--- config.mk ---
export PLATFORM = sky130hd
export DESIGN_NAME = triggered_pwm_timer
export DESIGN_NICKNAME = d
export VERILOG_FILES = /design/src/common/timer_pwm_pkg.sv /design/src/verilog/triggered_pwm_timer.sv
export VERILOG_INCLUDE_DIRS = /design/src /design/src/common
export SDC_FILE = /design/constraint.sdc
export NUM_CORES = 1
export LEC_CHECK = 0
export BUFFER_PORTS_ARGS = -buffer_cell sky130_fd_sc_hd__buf_4
export CAP_MARGIN = 25
export CORE_MARGIN = 3
export CORE_UTILIZATION = 55
export DETAILED_ROUTE_END_ITERATION = 8
export PLACE_DENSITY_LB_ADDON = 0.08
export SETUP_SLACK_MARGIN = 0.02
export SYNTH_ARGS = -nofsm -noshare
export SYNTH_HDL_FRONTEND = slang
export SYNTH_SLANG_ARGS = --single-unit
--- constraint.sdc ---
create_clock -name sys_clk -period 3.95 [get_ports sys_clk]
set_input_delay 0.9875 -clock sys_clk [delete_from_list [all_inputs] [get_ports sys_clk]]
set_output_delay 0.9875 -clock sys_clk [all_outputs]
set_load 0.1 [all_outputs]
--- src/common/timer_pwm_regs.svh ---
/*
 * Register map, field positions and reset values of the triggered PWM timer.
 * Assumes a 32-bit classic Wishbone bus with byte addresses on adr.
 */
`ifndef TIMER_PWM_REGS_SVH
`define TIMER_PWM_REGS_SVH

`define CTL_FIRST_ADDR 8'h00
`define CTL_SECOND_ADDR 8'h04
`define CAP_IN_CTL_ADDR 8'h08
`define TRIG_IN_CTL_ADDR 8'h0C
`define OPTION_ADDR 8'h10
`define PERIOD_CMP_ADDR 8'h14
`define WIDTH_CMP_ADDR 8'h18
`define COUNTER_ADDR 8'h1C
`define STATUS_ADDR 8'h20

`define CE_BIT 7
`define SW_TRIG_BIT 6
`define MODE_TRIG_PULSE 3'h2
`define CNT_TOP 16'hFFFF
`define CNT_ZERO 16'h0000
`define CMP_RESET 16'hFFFF
`define EDGE_NONE 2'h0
`define EDGE_RISE 2'h1
`define EDGE_FALL 2'h2
`define EDGE_BOTH 2'h3

`endif

--- src/common/timer_pwm_pkg.sv ---
/*
 * Types shared by the triggered PWM timer.
 * Assumes timer_pwm_regs.svh supplies the numeric constants.
 */
package timer_pwm_pkg;

    typedef enum logic [1:0] {
        ST_IDLE = 2'b01,
        ST_RUN = 2'b10
    } run_state_t;

    typedef struct packed {
        logic countEnable;
        logic [2:0] clockSelect;
    } ctl_first_t;

    typedef struct packed {
        logic eventEnable;
        logic [2:0] modeSelect;
    } ctl_second_t;

    typedef struct packed {
        logic square;
        logic pwm;
        logic periodIrq;
        logic widthIrq;
    } timer_out_t;

endpackage : timer_pwm_pkg

--- src/verilog/triggered_pwm_timer.sv ---
/*
 * Triggered PWM output mode of a 16-bit timer channel with a Wishbone slave.
 * Assumes one 25 MHz clock, an asynchronous active-low reset, and an
 * external trigger pin that is asynchronous to the clock.
 */
// The Wishbone interface to the registers and the placing of the registers were chosen for this implementation.
// What this block does and what software is to do
// RQ1: Mode field value 010 selects triggered pulse output.
// RQ2: With count enable set, wait idle until a trigger.
// RQ3: First trigger moves counter FFFFH to 0000H, counts, drives PWM.
// RQ4: Trigger while running clears counter, toggles square, forces PWM high.
// RQ5: Trigger is an external edge or a software trigger write.
// RQ6: Software triggering gives a 50% square wave, half period plus one.
// RQ7: Period is period value plus one; width is width value.
// RQ8: Count after period match raises period request and clears counter.
// RQ9: Width request rises in the clock the counter equals width value.
// RQ10: Buffers reload on period clear, armed only by width writes.
// RQ11: Software writes period first, width last.
// RQ12: Software waits for period request before rewriting compares.
// RQ13: Width zero gives 0% and both requests after period match.
// RQ14: Width equal to period plus one gives 100%; impossible at FFFFH.
// RQ15: Trigger after width match clears counter and asserts PWM.
// RQ16: Trigger before width match suppresses width request, PWM stays on.
// RQ17: Trigger after period match clears counter, keeps counting.
// RQ18: Trigger before period match suppresses period request, asserts PWM.
// RQ19: Capture input control and option registers have no effect.
// RQ20: Counter register reads the present counter value.
// RQ21: Width above period never matches, no width request.
// RQ22: Software loads FFFFH into unused width compare.
// RQ23: Counter advances on count clock picked by clock select.
// RQ24: PWM drops at width match, rises at each counter clear; with width zero the code keeps PWM low at the period clear and first trigger only.
// RQ25: External trigger edge is synchronised into one-cycle event.
`timescale 1ns/100ps
`include "timer_pwm_regs.svh"

module triggered_pwm_timer
    import timer_pwm_pkg::*;
(
    input wire logic sys_clk, // System clock, 25 MHz.
    input wire logic rst_b, // Asynchronous reset, active low.
    input wire logic wb_cyc_i, // Wishbone cycle.
    input wire logic wb_stb_i, // Wishbone strobe.
    input wire logic wb_we_i, // Wishbone write enable.
    input wire logic [7:0] wb_adr_i, // Wishbone byte address.
    input wire logic [3:0] wb_sel_i, // Wishbone byte lanes.
    input wire logic [31:0] wb_dat_i, // Wishbone write data.
    output logic [31:0] wb_dat_o, // Wishbone read data.
    output logic wb_ack_o, // Wishbone acknowledge.
    input wire logic externalTriggerInput, // Trigger pin, asynchronous.
    output logic squareWaveOutput, // 50% square wave output.
    output logic pwmOutput, // PWM output.
    output logic periodMatchIrq, // Period match request, one cycle.
    output logic widthMatchIrq // Width match request, one cycle.
);

    ctl_first_t ctlFirst_q, ctlFirst_d;
    ctl_second_t ctlSecond_q, ctlSecond_d;
    logic [7:0] capInCtl_q, capInCtl_d;
    logic [1:0] trigEdge_q, trigEdge_d;
    logic [7:0] option_q, option_d;
    logic [15:0] periodCompareReg_q, periodCompareReg_d;
    logic [15:0] widthCompareReg_q, widthCompareReg_d;
    logic swTrig_q, swTrig_d;
    logic widthWritten_d;
    logic ack_q, ack_d;
    logic [31:0] rdData_q, rdData_d;
    logic wrTake;

    run_state_t state_q, state_d;
    logic [15:0] count_q, count_d;
    logic [15:0] periodCompareBuffer_q, periodCompareBuffer_d;
    logic [15:0] widthCompareBuffer_q, widthCompareBuffer_d;
    logic armed_q, armed_d;
    logic [6:0] prescale_q, prescale_d;
    timer_out_t out_q, out_d;

    logic trigSync1_q, trigSync2_q, trigPrev_q;
    logic extTrig;
    logic trigger;
    logic modeOn;
    logic tick;
    logic [6:0] tickMask;

    // The pin passes two flops; the edge detector compares the second with its one-cycle-late copy trigPrev_q.
    always_ff @(posedge sys_clk or negedge rst_b)
    begin
        if (!rst_b)
        begin
            trigSync1_q <= 1'b0;
            trigSync2_q <= 1'b0;
            trigPrev_q <= 1'b0;
        end
        else
        begin
            trigSync1_q <= externalTriggerInput;
            trigSync2_q <= trigSync1_q;
            trigPrev_q <= trigSync2_q;
        end
    end

    // Edge selection gives one single-cycle trigger event per valid edge.
    always_comb
    begin
        case (trigEdge_q)
            `EDGE_RISE: extTrig = trigSync2_q & ~trigPrev_q; // RQ25
            `EDGE_FALL: extTrig = ~trigSync2_q & trigPrev_q; // RQ25
            `EDGE_BOTH: extTrig = trigSync2_q ^ trigPrev_q; // RQ25
            default: extTrig = 1'b0;
        endcase
    end

    // The mode only runs with the enable set and the mode field at 010.
    assign modeOn = ctlFirst_q.countEnable
        && (ctlSecond_q.modeSelect == `MODE_TRIG_PULSE); // RQ1
    assign trigger = modeOn && (extTrig || swTrig_q); // RQ5

    // Count clock is sys_clk divided by two to the power of clock select.
    assign tickMask = 7'h7F >> (3'h7 - ctlFirst_q.clockSelect);
    assign tick = ((prescale_q & tickMask) == tickMask); // RQ23

    // A bus request is answered one cycle later; writes land on the ack edge.
    assign wrTake = wb_cyc_i && wb_stb_i && wb_we_i && ack_q;

    // Register file next-state logic, with byte lanes honoured.
    always_comb
    begin
        ctlFirst_d = ctlFirst_q;
        ctlSecond_d = ctlSecond_q;
        capInCtl_d = capInCtl_q;
        trigEdge_d = trigEdge_q;
        option_d = option_q;
        periodCompareReg_d = periodCompareReg_q;
        widthCompareReg_d = widthCompareReg_q;
        swTrig_d = 1'b0;
        widthWritten_d = 1'b0;
        ack_d = wb_cyc_i && wb_stb_i && !ack_q;
        rdData_d = rdData_q;
        if (wrTake)
        begin
            case (wb_adr_i)
                `CTL_FIRST_ADDR:
                    if (wb_sel_i[0])
                    begin
                        ctlFirst_d.countEnable = wb_dat_i[`CE_BIT];
                        ctlFirst_d.clockSelect = wb_dat_i[2:0];
                    end
                `CTL_SECOND_ADDR:
                    if (wb_sel_i[0])
                    begin
                        swTrig_d = wb_dat_i[`SW_TRIG_BIT]; // RQ5
                        ctlSecond_d.eventEnable = wb_dat_i[5];
                        ctlSecond_d.modeSelect = wb_dat_i[2:0];
                    end
                // Stored for software only; nothing in this mode reads them.
                `CAP_IN_CTL_ADDR:
                    if (wb_sel_i[0])
                        capInCtl_d = wb_dat_i[7:0]; // RQ19
                `TRIG_IN_CTL_ADDR:
                    if (wb_sel_i[0])
                        trigEdge_d = wb_dat_i[1:0];
                `OPTION_ADDR:
                    if (wb_sel_i[0])
                        option_d = wb_dat_i[7:0]; // RQ19
                `PERIOD_CMP_ADDR:
                begin
                    if (wb_sel_i[0])
                        periodCompareReg_d[7:0] = wb_dat_i[7:0];
                    if (wb_sel_i[1])
                        periodCompareReg_d[15:8] = wb_dat_i[15:8];
                end
                `WIDTH_CMP_ADDR:
                begin
                    if (wb_sel_i[0])
                        widthCompareReg_d[7:0] = wb_dat_i[7:0];
                    if (wb_sel_i[1])
                        widthCompareReg_d[15:8] = wb_dat_i[15:8];
                    widthWritten_d = |wb_sel_i[1:0]; // RQ10
                end
                default: ;
            endcase
        end
        // Read data is captured at the request edge and stands during ack.
        if (wb_cyc_i && wb_stb_i && !ack_q)
        begin
            case (wb_adr_i)
                `CTL_FIRST_ADDR:
                    rdData_d = {24'h000000, ctlFirst_q.countEnable, 4'h0,
                        ctlFirst_q.clockSelect};
                `CTL_SECOND_ADDR:
                    rdData_d = {26'h0000000, ctlSecond_q.eventEnable, 2'h0,
                        ctlSecond_q.modeSelect};
                `CAP_IN_CTL_ADDR: rdData_d = {24'h000000, capInCtl_q};
                `TRIG_IN_CTL_ADDR: rdData_d = {30'h00000000, trigEdge_q};
                `OPTION_ADDR: rdData_d = {24'h000000, option_q};
                `PERIOD_CMP_ADDR: rdData_d = {16'h0000, periodCompareReg_q};
                `WIDTH_CMP_ADDR: rdData_d = {16'h0000, widthCompareReg_q};
                `COUNTER_ADDR: rdData_d = {16'h0000, count_q}; // RQ20
                `STATUS_ADDR:
                    rdData_d = {27'h0000000, armed_q, out_q.pwm, out_q.square,
                        (state_q == ST_RUN), modeOn};
                default: rdData_d = 32'h00000000;
            endcase
        end
    end

    // Register file flops.
    always_ff @(posedge sys_clk or negedge rst_b)
    begin
        if (!rst_b)
        begin
            ctlFirst_q <= '0;
            ctlSecond_q <= '0;
            capInCtl_q <= 8'h00;
            trigEdge_q <= `EDGE_RISE;
            option_q <= 8'h00;
            periodCompareReg_q <= `CMP_RESET;
            widthCompareReg_q <= `CMP_RESET;
            swTrig_q <= 1'b0;
            ack_q <= 1'b0;
            rdData_q <= 32'h00000000;
        end
        else
        begin
            ctlFirst_q <= ctlFirst_d;
            ctlSecond_q <= ctlSecond_d;
            capInCtl_q <= capInCtl_d;
            trigEdge_q <= trigEdge_d;
            option_q <= option_d;
            periodCompareReg_q <= periodCompareReg_d;
            widthCompareReg_q <= widthCompareReg_d;
            swTrig_q <= swTrig_d;
            ack_q <= ack_d;
            rdData_q <= rdData_d;
        end
    end

    // Counter, buffers and outputs. A trigger outranks a count tick, which
    // is how a trigger near a match swallows that match's request.
    always_comb
    begin
        state_d = state_q;
        count_d = count_q;
        periodCompareBuffer_d = periodCompareBuffer_q;
        widthCompareBuffer_d = widthCompareBuffer_q;
        armed_d = armed_q;
        prescale_d = 7'(prescale_q + 7'h01);
        out_d = out_q;
        out_d.periodIrq = 1'b0;
        out_d.widthIrq = 1'b0;
        if (!modeOn)
        begin
            state_d = ST_IDLE;
            count_d = `CNT_TOP;
            prescale_d = 7'h00;
            out_d.pwm = 1'b0;
            out_d.square = 1'b0;
            armed_d = 1'b0;
        end
        else
        begin
            case (state_q)
                ST_IDLE:
                begin
                    prescale_d = 7'h00; // RQ2
                    if (trigger)
                    begin
                        state_d = ST_RUN;
                        count_d = `CNT_ZERO; // RQ3
                        periodCompareBuffer_d = periodCompareReg_q;
                        widthCompareBuffer_d = widthCompareReg_q;
                        armed_d = 1'b0;
                        out_d.pwm = (widthCompareReg_q != `CNT_ZERO); // RQ3
                        out_d.square = ~out_q.square; // RQ6
                    end
                end
                ST_RUN:
                begin
                    if (trigger)
                    begin
                        count_d = `CNT_ZERO; // RQ4 RQ15 RQ16 RQ17 RQ18
                        prescale_d = 7'h00;
                        out_d.pwm = 1'b1; // RQ4 RQ24
                        out_d.square = ~out_q.square; // RQ4
                    end
                    else if (tick)
                    begin
                        if (count_q == periodCompareBuffer_q)
                        begin
                            count_d = `CNT_ZERO; // RQ8 RQ7
                            out_d.periodIrq = 1'b1; // RQ8
                            out_d.square = ~out_q.square; // RQ6
                            if (armed_q)
                            begin
                                periodCompareBuffer_d = periodCompareReg_q; // RQ10
                                widthCompareBuffer_d = widthCompareReg_q; // RQ10
                                armed_d = 1'b0;
                            end
                        end
                        else
                            count_d = 16'(count_q + 16'h0001);
                        // The request is raised with the count that equals the
                        // buffer, so it lines up with the output edge.
                        if (count_d == widthCompareBuffer_d)
                        begin
                            out_d.widthIrq = 1'b1; // RQ9 RQ13 RQ21
                            out_d.pwm = 1'b0; // RQ24 RQ13
                        end
                        else if (count_d == `CNT_ZERO)
                            out_d.pwm = 1'b1; // RQ24 RQ14
                    end
                end
                default:
                begin
                    state_d = ST_IDLE;
                    count_d = `CNT_TOP;
                end
            endcase
            // A width write arms the reload; it wins over the reload's clear.
            if (widthWritten_d)
                armed_d = 1'b1; // RQ10
        end
    end

    // Counter group flops.
    always_ff @(posedge sys_clk or negedge rst_b)
    begin
        if (!rst_b)
        begin
            state_q <= ST_IDLE;
            count_q <= `CNT_TOP;
            periodCompareBuffer_q <= `CMP_RESET;
            widthCompareBuffer_q <= `CMP_RESET;
            armed_q <= 1'b0;
            prescale_q <= 7'h00;
            out_q <= '0;
        end
        else
        begin
            state_q <= state_d;
            count_q <= count_d;
            periodCompareBuffer_q <= periodCompareBuffer_d;
            widthCompareBuffer_q <= widthCompareBuffer_d;
            armed_q <= armed_d;
            prescale_q <= prescale_d;
            out_q <= out_d;
        end
    end

    // All outputs come straight from flops.
    assign wb_ack_o = ack_q;
    assign wb_dat_o = rdData_q;
    assign squareWaveOutput = out_q.square;
    assign pwmOutput = out_q.pwm;
    assign periodMatchIrq = out_q.periodIrq;
    assign widthMatchIrq = out_q.widthIrq;

endmodule : triggered_pwm_timer

### Yosys cells after proc, flatten, opt, wreduce, memory -nomap -nowiden

Cells that the tools add are included.

| word-level totals | value |
|---|---|
| register bits | 157 |

| cells by class | value |
|---|---|
| add/sub/neg operators | 3 |
| multiplexer cells | 59 |
| equal/unequal tests | 33 |
| shift operators | 1 |
| reductions and logical operators | 29 |
| bitwise logic cells | 7 |

Operators by type and width:

| operator | number |
|---|---|
| $mux 16 | 23 |
| $pmux 16 s9 | 1 |
| $pmux 16 s2 | 3 |
| $eq 16x16->1 | 2 |
| $eq 8x5->1 const B | 4 |
| $reduce_and 3->1 | 9 |
| $add 16x1->16 const B | 1 |
| $eq 8x4->1 const B | 2 |
| $logic_not 16->1 | 1 |
| $mux 1 | 16 |
| $mux 2 | 8 |
| $ne 4x4->1 const B | 4 |
| $reduce_bool 16->1 | 1 |
| $mux 7 | 2 |
| $pmux 7 s2 | 1 |
| $ne 2x2->1 const B | 5 |
| $reduce_and 5->1 | 2 |
| $eq 8x3->1 const B | 1 |
| $eq 8x6->1 const B | 1 |
| $logic_not 8->1 | 1 |
| $ne 4x3->1 const B | 2 |
| $pmux 2 s2 | 2 |
| $reduce_and 4->1 | 2 |
| $add 7x1->7 const B | 1 |
| 25 further kinds | 37 |

### Depth between registers and ports, before layout

Gate-level depths: netlist of run 1.

| logic depth | value |
|---|---|
| depth after elaboration | 15 |
| mapped depth | 11 |
| depth with buffers taken out | 10 |

### Worst setup path after synthesis of run 1

Ideal clock, no wire load.

| path | value |
|---|---|
| kind | input -> register |
| from | input port wb_adr_i[5] |
| to | register widthCompareReg_q[10] |
| setup time | 0.082 ns |
| data arrival time | 2.772 ns |
| path buffers | 1 |
| required time | 3.868 ns |
| stages on the path | 6 |
| path slack | 1.096 ns |
| cells stage by stage | nor3_1 -> nand2_1 -> nor3_1 -> clkbuf_1 -> nand2_1 -> mux2_2 |

| on the way | value |
|---|---|
| longest elaborated chain between the ends | 2 |

RTL lines:

| item | RTL line | source |
|---|---|---|
| start: declaration | triggered_pwm_timer.sv:44 | `input wire logic [7:0] wb_adr_i,` |
| $eq 8x5->1 | triggered_pwm_timer.sv:140 | `case (wb_adr_i)` |
| $reduce_and 3->1 (no source line) | -- |  |
| end signal: assignment | triggered_pwm_timer.sv:217 | `` widthCompareReg_q <= `CMP_RESET; `` |
| end signal: assignment | triggered_pwm_timer.sv:230 | `widthCompareReg_q <= widthCompareReg_d;` |
| end: declaration | triggered_pwm_timer.sv:62 | `logic [15:0] widthCompareReg_q, widthCompareReg_d;` |

No other way between the ends.
A chain may end at the register's enable or synchronous reset.

### Worst setup path after layout of run 1

| path | value |
|---|---|
| from | register count_q[0] |
| to | register out_q (netlist bit pwmOutput) |

| on the way | value |
|---|---|
| longest elaborated chain between the ends | 12 |
| elaborated cells on any way between the ends | 21 |
| classes of those cells | add/sub: 1; eq/ne: 3; mux: 15; reduce/logical: 2 |

RTL lines:

| item | RTL line | source |
|---|---|---|
| start: declaration | triggered_pwm_timer.sv:70 | `logic [15:0] count_q, count_d;` |
| start signal: assignment | triggered_pwm_timer.sv:330 | `` count_q <= `CNT_TOP; `` |
| start signal: assignment | triggered_pwm_timer.sv:340 | `count_q <= count_d;` |
| $add 16x1->16 / $eq 16x16->1 (equally long branches) | triggered_pwm_timer.sv:300, triggered_pwm_timer.sv:287 |  |
| $mux 16 | triggered_pwm_timer.sv:287 | `if (count_q == periodCompareBuffer_q)` |
| $mux 16 | triggered_pwm_timer.sv:285 | `else if (tick)` |
| $mux 16 | triggered_pwm_timer.sv:278 | `if (trigger)` |
| $mux 16 | triggered_pwm_timer.sv:261 | `case (state_q)` |
| $mux 16 | triggered_pwm_timer.sv:250 | `if (!modeOn)` |
| $eq 16x16->1 | triggered_pwm_timer.sv:303 | `if (count_d == widthCompareBuffer_d)` |
| $mux 1 | triggered_pwm_timer.sv:303 |  |
| $mux 4 | triggered_pwm_timer.sv:285 |  |
| $mux 2 | triggered_pwm_timer.sv:278 |  |
| $pmux 2 s2 | triggered_pwm_timer.sv:261 |  |
| $mux 2 | triggered_pwm_timer.sv:250 |  |
| end signal: assignment | triggered_pwm_timer.sv:345 | `out_q <= out_d;` |
| end: declaration | triggered_pwm_timer.sv:75 | `timer_out_t out_q, out_d;` |

Parallel ways exist; a longest one is shown, timed or not. The select of a mux whose other input is x is not followed.

==> flow_summary_export.csv, run 1 <==
group,metric,value,unit
cts,cts_setup_buffers,0,
sta,tightest_slew,0.764,ns
floorplanning,die_w,123,um
global_route,grt-ovfl-total,0,
sta,rsz0062_at_grt,"no",
cts,cts_tree,"built",
detailed_routing,post_drt_wl_per_cell,20.7,um
min_path,min_to,"trigSync2_q",
critical_path,r2r_start,"count_q[0]",
sta,fmax,303,MHz
cts,clk_pin_slew,0.06,ns
detailed_routing,vias,5790,
min_path,min_from,"trigSync1_q",
cells_and_area,drive_above_1_share,36.5,%
cts,numCtsBuffers,17,
logic_synthesis,synthTopCellsByArea,"dfstp_2 (29%), dfrtp_1 (20%), mux2_2 (13%)",
sta,fin_setup_tns,0,ns
placed_design,gp_congestion,0.876,
logic_synthesis,synth_top_cell_by_area,"dfstp_2",
placed_design,hpwl,13.5,mm
critical_path,crit_path_end_kind,"register",
sta,relSlewSlack,48.9,%
cts,cts_buffer_depth,2,
floorplanning,dieArea,15100,um^2
critical_path,crit_type,"register to register",
detailed_routing,drc,0,
logic_synthesis,synth_cell_types,67,
logic_synthesis,ys_seq_area_share,48.4,%
logic_synthesis,ys_seq_elements,141,
critical_path,required,4.30,ns
floorplanning,initial_core_util,56.5,%
placed_design,place_area,8030,um^2
detailed_routing,drt_iter0_drc,591,
cells_and_area,regArea,3630,um^2
floorplanning,die_y,123,um
detailed_routing,drt-pass1-iter-count,5,
cts,cts_sinks,141,
floorplanning,rows,42,
cts,clk_latency,0.42,ns
sta,final_max_slew_viol_count,0,
min_path,hp-class,"register to register",
floorplanning,core,13300,um^2
cells_and_area,antennaDiodeCount,0,
critical_path,crit_arrival,3.65,ns
sta,clock_skew,0.0114,ns
global_route,grt_pass1_vias,5727,
placed_design,placed_cells,901,
run_status,status,"finished clean",
logic_synthesis,synth-edff-count,0,
logic_synthesis,synth.most_common_cell,"mux2_2",
cells_and_area,area_delta_synth_final,14.0,%
cts,ctsHtreeMaxLevel,4,
cells_and_area,n_fill_cell,1047,
cts,cts_resized,0,
placed_design,place_ws,0.692,ns
global_route,grt_pass1_wl,31.1,mm
global_route,grt_max_degree,64,
logic_synthesis,yosys_warnings,0,
floorplanning,pin_count,87,
logic_synthesis,synth.avg_cell_area,10.8,um^2
sta,hold_viol_final,0,
placed_design,portBuffers,52,
sta,setup_ws,0.654,ns
logic_synthesis,synthCells,693,
logic_synthesis,async_flop_share,100,%
cells_and_area,fin_area,8560,um^2
logic_synthesis,synth_common_cells,"mux2_2 (88), dfstp_2 (82), dfrtp_1 (59), nand2_1 (51), o21ai_0 (39)",
sta,fin_crit_sh,83.4,%
critical_path,regToRegSetupSlack,0.65,ns
detailed_routing,ant_nets,0,
power,p_leak,3.78,nW
critical_path,reg2regPathDepth,9,
detailed_routing,via_per_inst,6.21,
run,max_cap_viol_count,0,
min_path,min_path_cells,0,
cells_and_area,multiInputGateArea,3570,um^2
critical_path,reg2reg_to,"pwmOutput",
detailed_routing,totalWireLength,19.3,mm
logic_synthesis,synth_top_area_share,28.7,%
sta,final-setup-viol-count,0,
critical_path,cp_max_fo,8,
power,vdd_drop_max,0.431,mV
global_route,track_usage,27.0,%
logic_synthesis,synth_flop_cell,"dfstp_2",
cells_and_area,final_nets,800,
logic_synthesis,netlist_area,7510,um^2
sta,period_needed,3.30,ns
cells_and_area,finalNonFillerCells,933,
power,power_density,362,nW/um^2
cts,hold_buffers,0,
cts,clockRootBuffer,"clkbuf_16",
global_route,grt_antenna_before_repair,0,
critical_path,start_kind,"register",
critical path, cell delays in order (launching register included):
cell	delay, ns
dfstp_2	0.53
ha_1	0.32
nand4_1	0.27
or3_1	0.51
or2_2	0.35
xnor2_1	0.15
nor3_1	0.21
o21ai_0	0.23
or4b_1	0.55
nand4_1	0.09
cell type report:
cell class	instances	share of cell area, %
flip-flops and latches	141	42.4
repair buffers	70	6.33
inverters	18	0.789
clock inverters	3	0.468
multi-input cells	496	41.7
clock buffers	29	5.73
well taps	176	2.57
routing by layer:
metal | up-vias | track usage, % | wire (um)
met5 | - | 0 | 0
met4 | 0 | 9.17 | 554
met3 | 47 | 6.82 | 1060
met2 | 193 | 44.6 | 9630
met1 | 2929 | 34.8 | 8040
li1 | 2621 | - | -
through the flow:
| step | utilization (%) | total power, mW | hold slack [ns] |
|---|---|---|---|
| floorplan | - | 1.58 | 0.331 |
| global placement | 60.4 | 1.64 | 0.338 |
| detailed placement | 60.4 | 1.64 | 0.341 |
| CTS | 64.4 | 3.12 | 0.354 |
| global route | 64.4 | 3.21 | 0.356 |
| finish | 64.4 | 3.10 | 0.351 |
flip-flops by register name (all words and copies together), names as in the netlist:
| register | cells |
|---|---|
| count_q | 16 |
| periodCompareBuffer_q | 16 |
| periodCompareReg_q | 16 |
| wb_dat_o | 16 |
| widthCompareBuffer_q | 16 |
| widthCompareReg_q | 16 |
| capInCtl_q | 8 |
| option_q | 8 |
| prescale_q | 7 |
| ctlFirst_q | 4 |
| ctlSecond_q | 4 |
| state_q | 2 |
| trigEdge_q | 2 |
| armed_q | 1 |
| periodMatchIrq | 1 |
| pwmOutput | 1 |
| squareWaveOutput | 1 |
| swTrig_q | 1 |
| trigPrev_q | 1 |
| trigSync1_q | 1 |
| trigSync2_q | 1 |
| wb_ack_o | 1 |
| widthMatchIrq | 1 |
worst max-delay path by stage:
stage / cells after the start / start / slack [ns] / end
finish: 9 / count_q[0] / 0.65 / pwmOutput
global route: 9 / count_q[0] / 0.41 / periodCompareBuffer_q[15]
CTS: 9 / count_q[0] / 0.65 / periodCompareBuffer_q[15]
detailed placement: 9 / count_q[0] / 0.69 / periodCompareBuffer_q[15]
global placement: 9 / count_q[0] / 0.77 / periodCompareBuffer_q[15]
floorplan: 6 / wb_adr_i[5] / 1.10 / widthCompareReg_q[10]
logic make-up after synthesis:
| kind of cell | synth area share [%] |
|---|---|
| buffers and inverters | 4.98 |
| other | 0.0499 |
| AND/OR/NAND/NOR | 13.4 |
| flip-flops | 48.4 |
| AO/OA/AOI/OAI | 14.5 |
| adder cells (fa/ha/maj) | 1.00 |
| multiplexers | 13.3 |
| XOR/XNOR | 4.32 |
report_power, final:
part	switching [mW]	total, mW	internal (mW)
registers	0.00305	1.46	1.45
logic	0.130	0.162	0.0314
clock network	0.580	1.48	0.898
total	0.714	3.10	2.38
cell usage in the layout (no fill, tap or decap), types with 8 or more instances in the layout:
cell type and instances:
clkbuf_16 17, a31oi_1 8, conb_1 16, a22oi_1 14, nor3_1 17, inv_1 18
o31ai_1 8, nand3_1 19, xnor2_1 15, nand2b_1 15, a22o_1 19, nand2_1 51
a221oi_1 9, buf_4 68, xor2_1 22, nor4_1 10, dfstp_2 82, dfrtp_1 59
a21oi_1 18, nand4_1 12, o21ai_0 39, nor2_1 37, mux2_2 88, clkbuf_1 10
(Power assumes the default switching activity.)
==> run 2, diff against run 1 <==
--- a/config.mk
+++ b/config.mk
@@ -9,7 +9,7 @@
 export BUFFER_PORTS_ARGS = -buffer_cell sky130_fd_sc_hd__buf_4
 export CAP_MARGIN = 25
 export CORE_MARGIN = 3
-export CORE_UTILIZATION = 55
+export CORE_UTILIZATION = 53
 export DETAILED_ROUTE_END_ITERATION = 8
 export PLACE_DENSITY_LB_ADDON = 0.08
 export SETUP_SLACK_MARGIN = 0.02
==> constraint.sdc (replaced) <==
create_clock -name sys_clk -period 3 [get_ports sys_clk]
set_input_delay 0.75 -clock sys_clk [delete_from_list [all_inputs] [get_ports sys_clk]]
set_output_delay 0.75 -clock sys_clk [all_outputs]
set_load 0.1 [all_outputs]
==> flow_summary_export.csv, run 2 (same netlist as run 1, synthesis figures left out) <==
group,metric,value,unit
run_status,status,"finished clean",
min_path,hp-class,"register to register",
cts,cts_tree,"built",
sta,hold_slack,0.359,ns
critical_path,reg2regPathDepth,9,
floorplanning,rows,42,
cells_and_area,antennaDiodeCount,0,
power,comb_power_share,5.1,%
placed_design,place_ws,-0.124,ns
cells_and_area,n_fill_cell,1021,
cells_and_area,final_common_cell,"buf_4",
detailed_routing,drt_iter0_drc,428,
detailed_routing,totalWireLength,20.6,mm
sta,rsz0062_at_grt,"yes",
critical_path,regToRegSetupSlack,0.11,ns
sta,relSlewSlack,50.0,%
cts,clk_pin_slew,0.06,ns
cells_and_area,layout_common_cells,"buf_4 (116), mux2_2 (88), dfstp_2 (82)",
floorplanning,dieArea,15600,um^2
sta,hold_viol_final,0,
cells_and_area,drive_above_1_share,43.3,%
global_route,grt_pass1_vias,6024,
critical_path,crit_path_end_kind,"register",
power,power_density,459,nW/um^2
critical_path,crit_type,"register to register",
critical_path,crit_arrival,3.25,ns
cts,cts_buffer_depth,2,
placed_design,portBuffers,52,
critical_path,cp_max_fo,5,
sta,tightest_slew,0.750,ns
global_route,grt-ovfl-total,0,
sta,period_needed,2.89,ns
cts,numCtsBuffers,17,
power,vdd_drop_max,0.415,mV
cells_and_area,area_delta_synth_final,22.9,%
detailed_routing,via_per_inst,5.98,
critical_path,r2r_start,"count_q[1]",
sta,final_max_slew_viol_count,0,
cts,ctsHtreeMaxLevel,4,
global_route,grt_pass1_wl,32.7,mm
floorplanning,die_y,125,um
detailed_routing,drt-pass1-iter-count,4,
critical_path,crit_start,"count_q[1]",
power,p_int,3.24,mW
sta,final-setup-viol-count,0,
placed_design,gp_congestion,0.961,
cts,cts_sinks,141,
sta,clock_skew,0.00671,ns
cts,clk_latency,0.42,ns
power,power.switching,0.992,mW
placed_design,hpwl,14.8,mm
critical_path,reg2reg_to,"pwmOutput",
power,power_frac_clock,49.7,%
floorplanning,initial_core_util,55.4,%
sta,fmax,346,MHz
cts,clockRootBuffer,"clkbuf_16",
global_route,grt_max_degree,80,
floorplanning,die_w,125,um
floorplanning,core,13600,um^2
detailed_routing,vias,5910,
global_route,track_usage,26.6,%
critical_path,required,3.36,ns
detailed_routing,ant_nets,0,
critical_path,crit_end,"pwmOutput",
cells_and_area,final_nets,855,
sta,setup_ws,0.113,ns
power,switching_share,23.4,%
detailed_routing,drc,0,
global_route,grt_antenna_before_repair,0,
min_path,min_from,"trigSync1_q",
critical_path,start_kind,"register",
power,p_leak,4.14,nW
floorplanning,pin_count,87,
detailed_routing,post_drt_wl_per_cell,20.8,um
sta,fin_crit_sh,96.2,%
run,max_cap_viol_count,0,
power,p_seq_share,45.3,%
-- run 2: changes by cell type in the layout (fill, tap and decap cells not counted), sizes merged --
cell / change
bufinv: +1
buf: +54
clkbuf: -6
clkinvlp: +1
clkinv: +4
inv: +1
-- run 2: layout make-up --
| type | count | area, um^2 | share of cell area [%] |
|---|---|---|---|
| Multi-Input combinational cell | 496 | 3710 | 40.2 |
| Sequential cell | 141 | 3630 | 39.4 |
| Timing Repair Buffer | 125 | 1010 | 11.0 |
| Clock buffer | 22 | 474 | 5.14 |
| Tap cell | 176 | 220 | 2.39 |
| Clock inverter | 10 | 114 | 1.23 |
| Inverter | 18 | 67.6 | 0.732 |
-- run 2: how the worst min path moves through the flow --
stage | to | slack, ns | cells after the start
finish | trigSync2_q | 0.36 | 0
global route | trigSync2_q | 0.37 | 0
CTS | trigSync2_q | 0.36 | 0
detailed placement | trigSync2_q | 0.35 | 0
global placement | trigSync2_q | 0.34 | 0
floorplan | trigSync2_q | 0.33 | 0
-- run 2: routing by layer --
| layer | wire (um) | part of all wire, % | track usage (%) | vias up |
|---|---|---|---|---|
| li1 | - | - | - | 2728 |
| met1 | 8680 | 42 | 33.6 | 2947 |
| met2 | 10400 | 51 | 44.6 | 195 |
| met3 | 924 | 4.5 | 5.80 | 40 |
| met4 | 522 | 2.5 | 10.5 | 0 |
| met5 | 0 | 0 | 0 | - |
-- run 2: critical path: stages, from the launching register on --
cell,delay [ns]
dfstp_2,0.61
ha_4,0.16
nand4_1,0.21
or3_1,0.38
or2_2,0.30
xnor2_1,0.15
nor3_1,0.24
o21ai_1,0.15
or4b_1,0.52
nand4_1,0.10
-- run 2: metrics by stage --
| step | setup TNS (ns) | total power, mW | area [um^2] | cells | utilization (%) |
|---|---|---|---|---|---|
| floorplan | 0 | 2.08 | 7570 | 708 | - |
| global placement | -0.300 | 2.16 | 8320 | 938 | 61.4 |
| detailed placement | -1.15 | 2.16 | 8320 | 938 | 61.4 |
| finish | 0 | 4.24 | 9230 | 988 | 68.1 |
| global route | -0.0184 | 4.37 | 9230 | 988 | 68.1 |
| CTS | 0 | 4.27 | 8940 | 972 | 65.9 |
-- run 2: what timing repair did --
item / in CTS / in global routing
buffers inserted: 2 / 15
cloned: 0 / 1
resized for setup: 2 / 23
hold buffers: 0 / 0
pin swaps: 1 / 17
endpoints found under the setup margin: 16 / 16
-- run 2: power groups by stage --
| stage | registers (mW) | clock network (mW) | logic [mW] |
|---|---|---|---|
| 6_report | 1.92 | 2.10 | 0.214 |
| 5_1_grt | 1.92 | 2.23 | 0.228 |
| 4_1_cts | 1.92 | 2.13 | 0.216 |
| 3_5_place_dp | 1.95 | 0 | 0.215 |
| 3_3_place_gp | 1.95 | 0 | 0.212 |
| 2_1_floorplan | 1.96 | 0 | 0.123 |
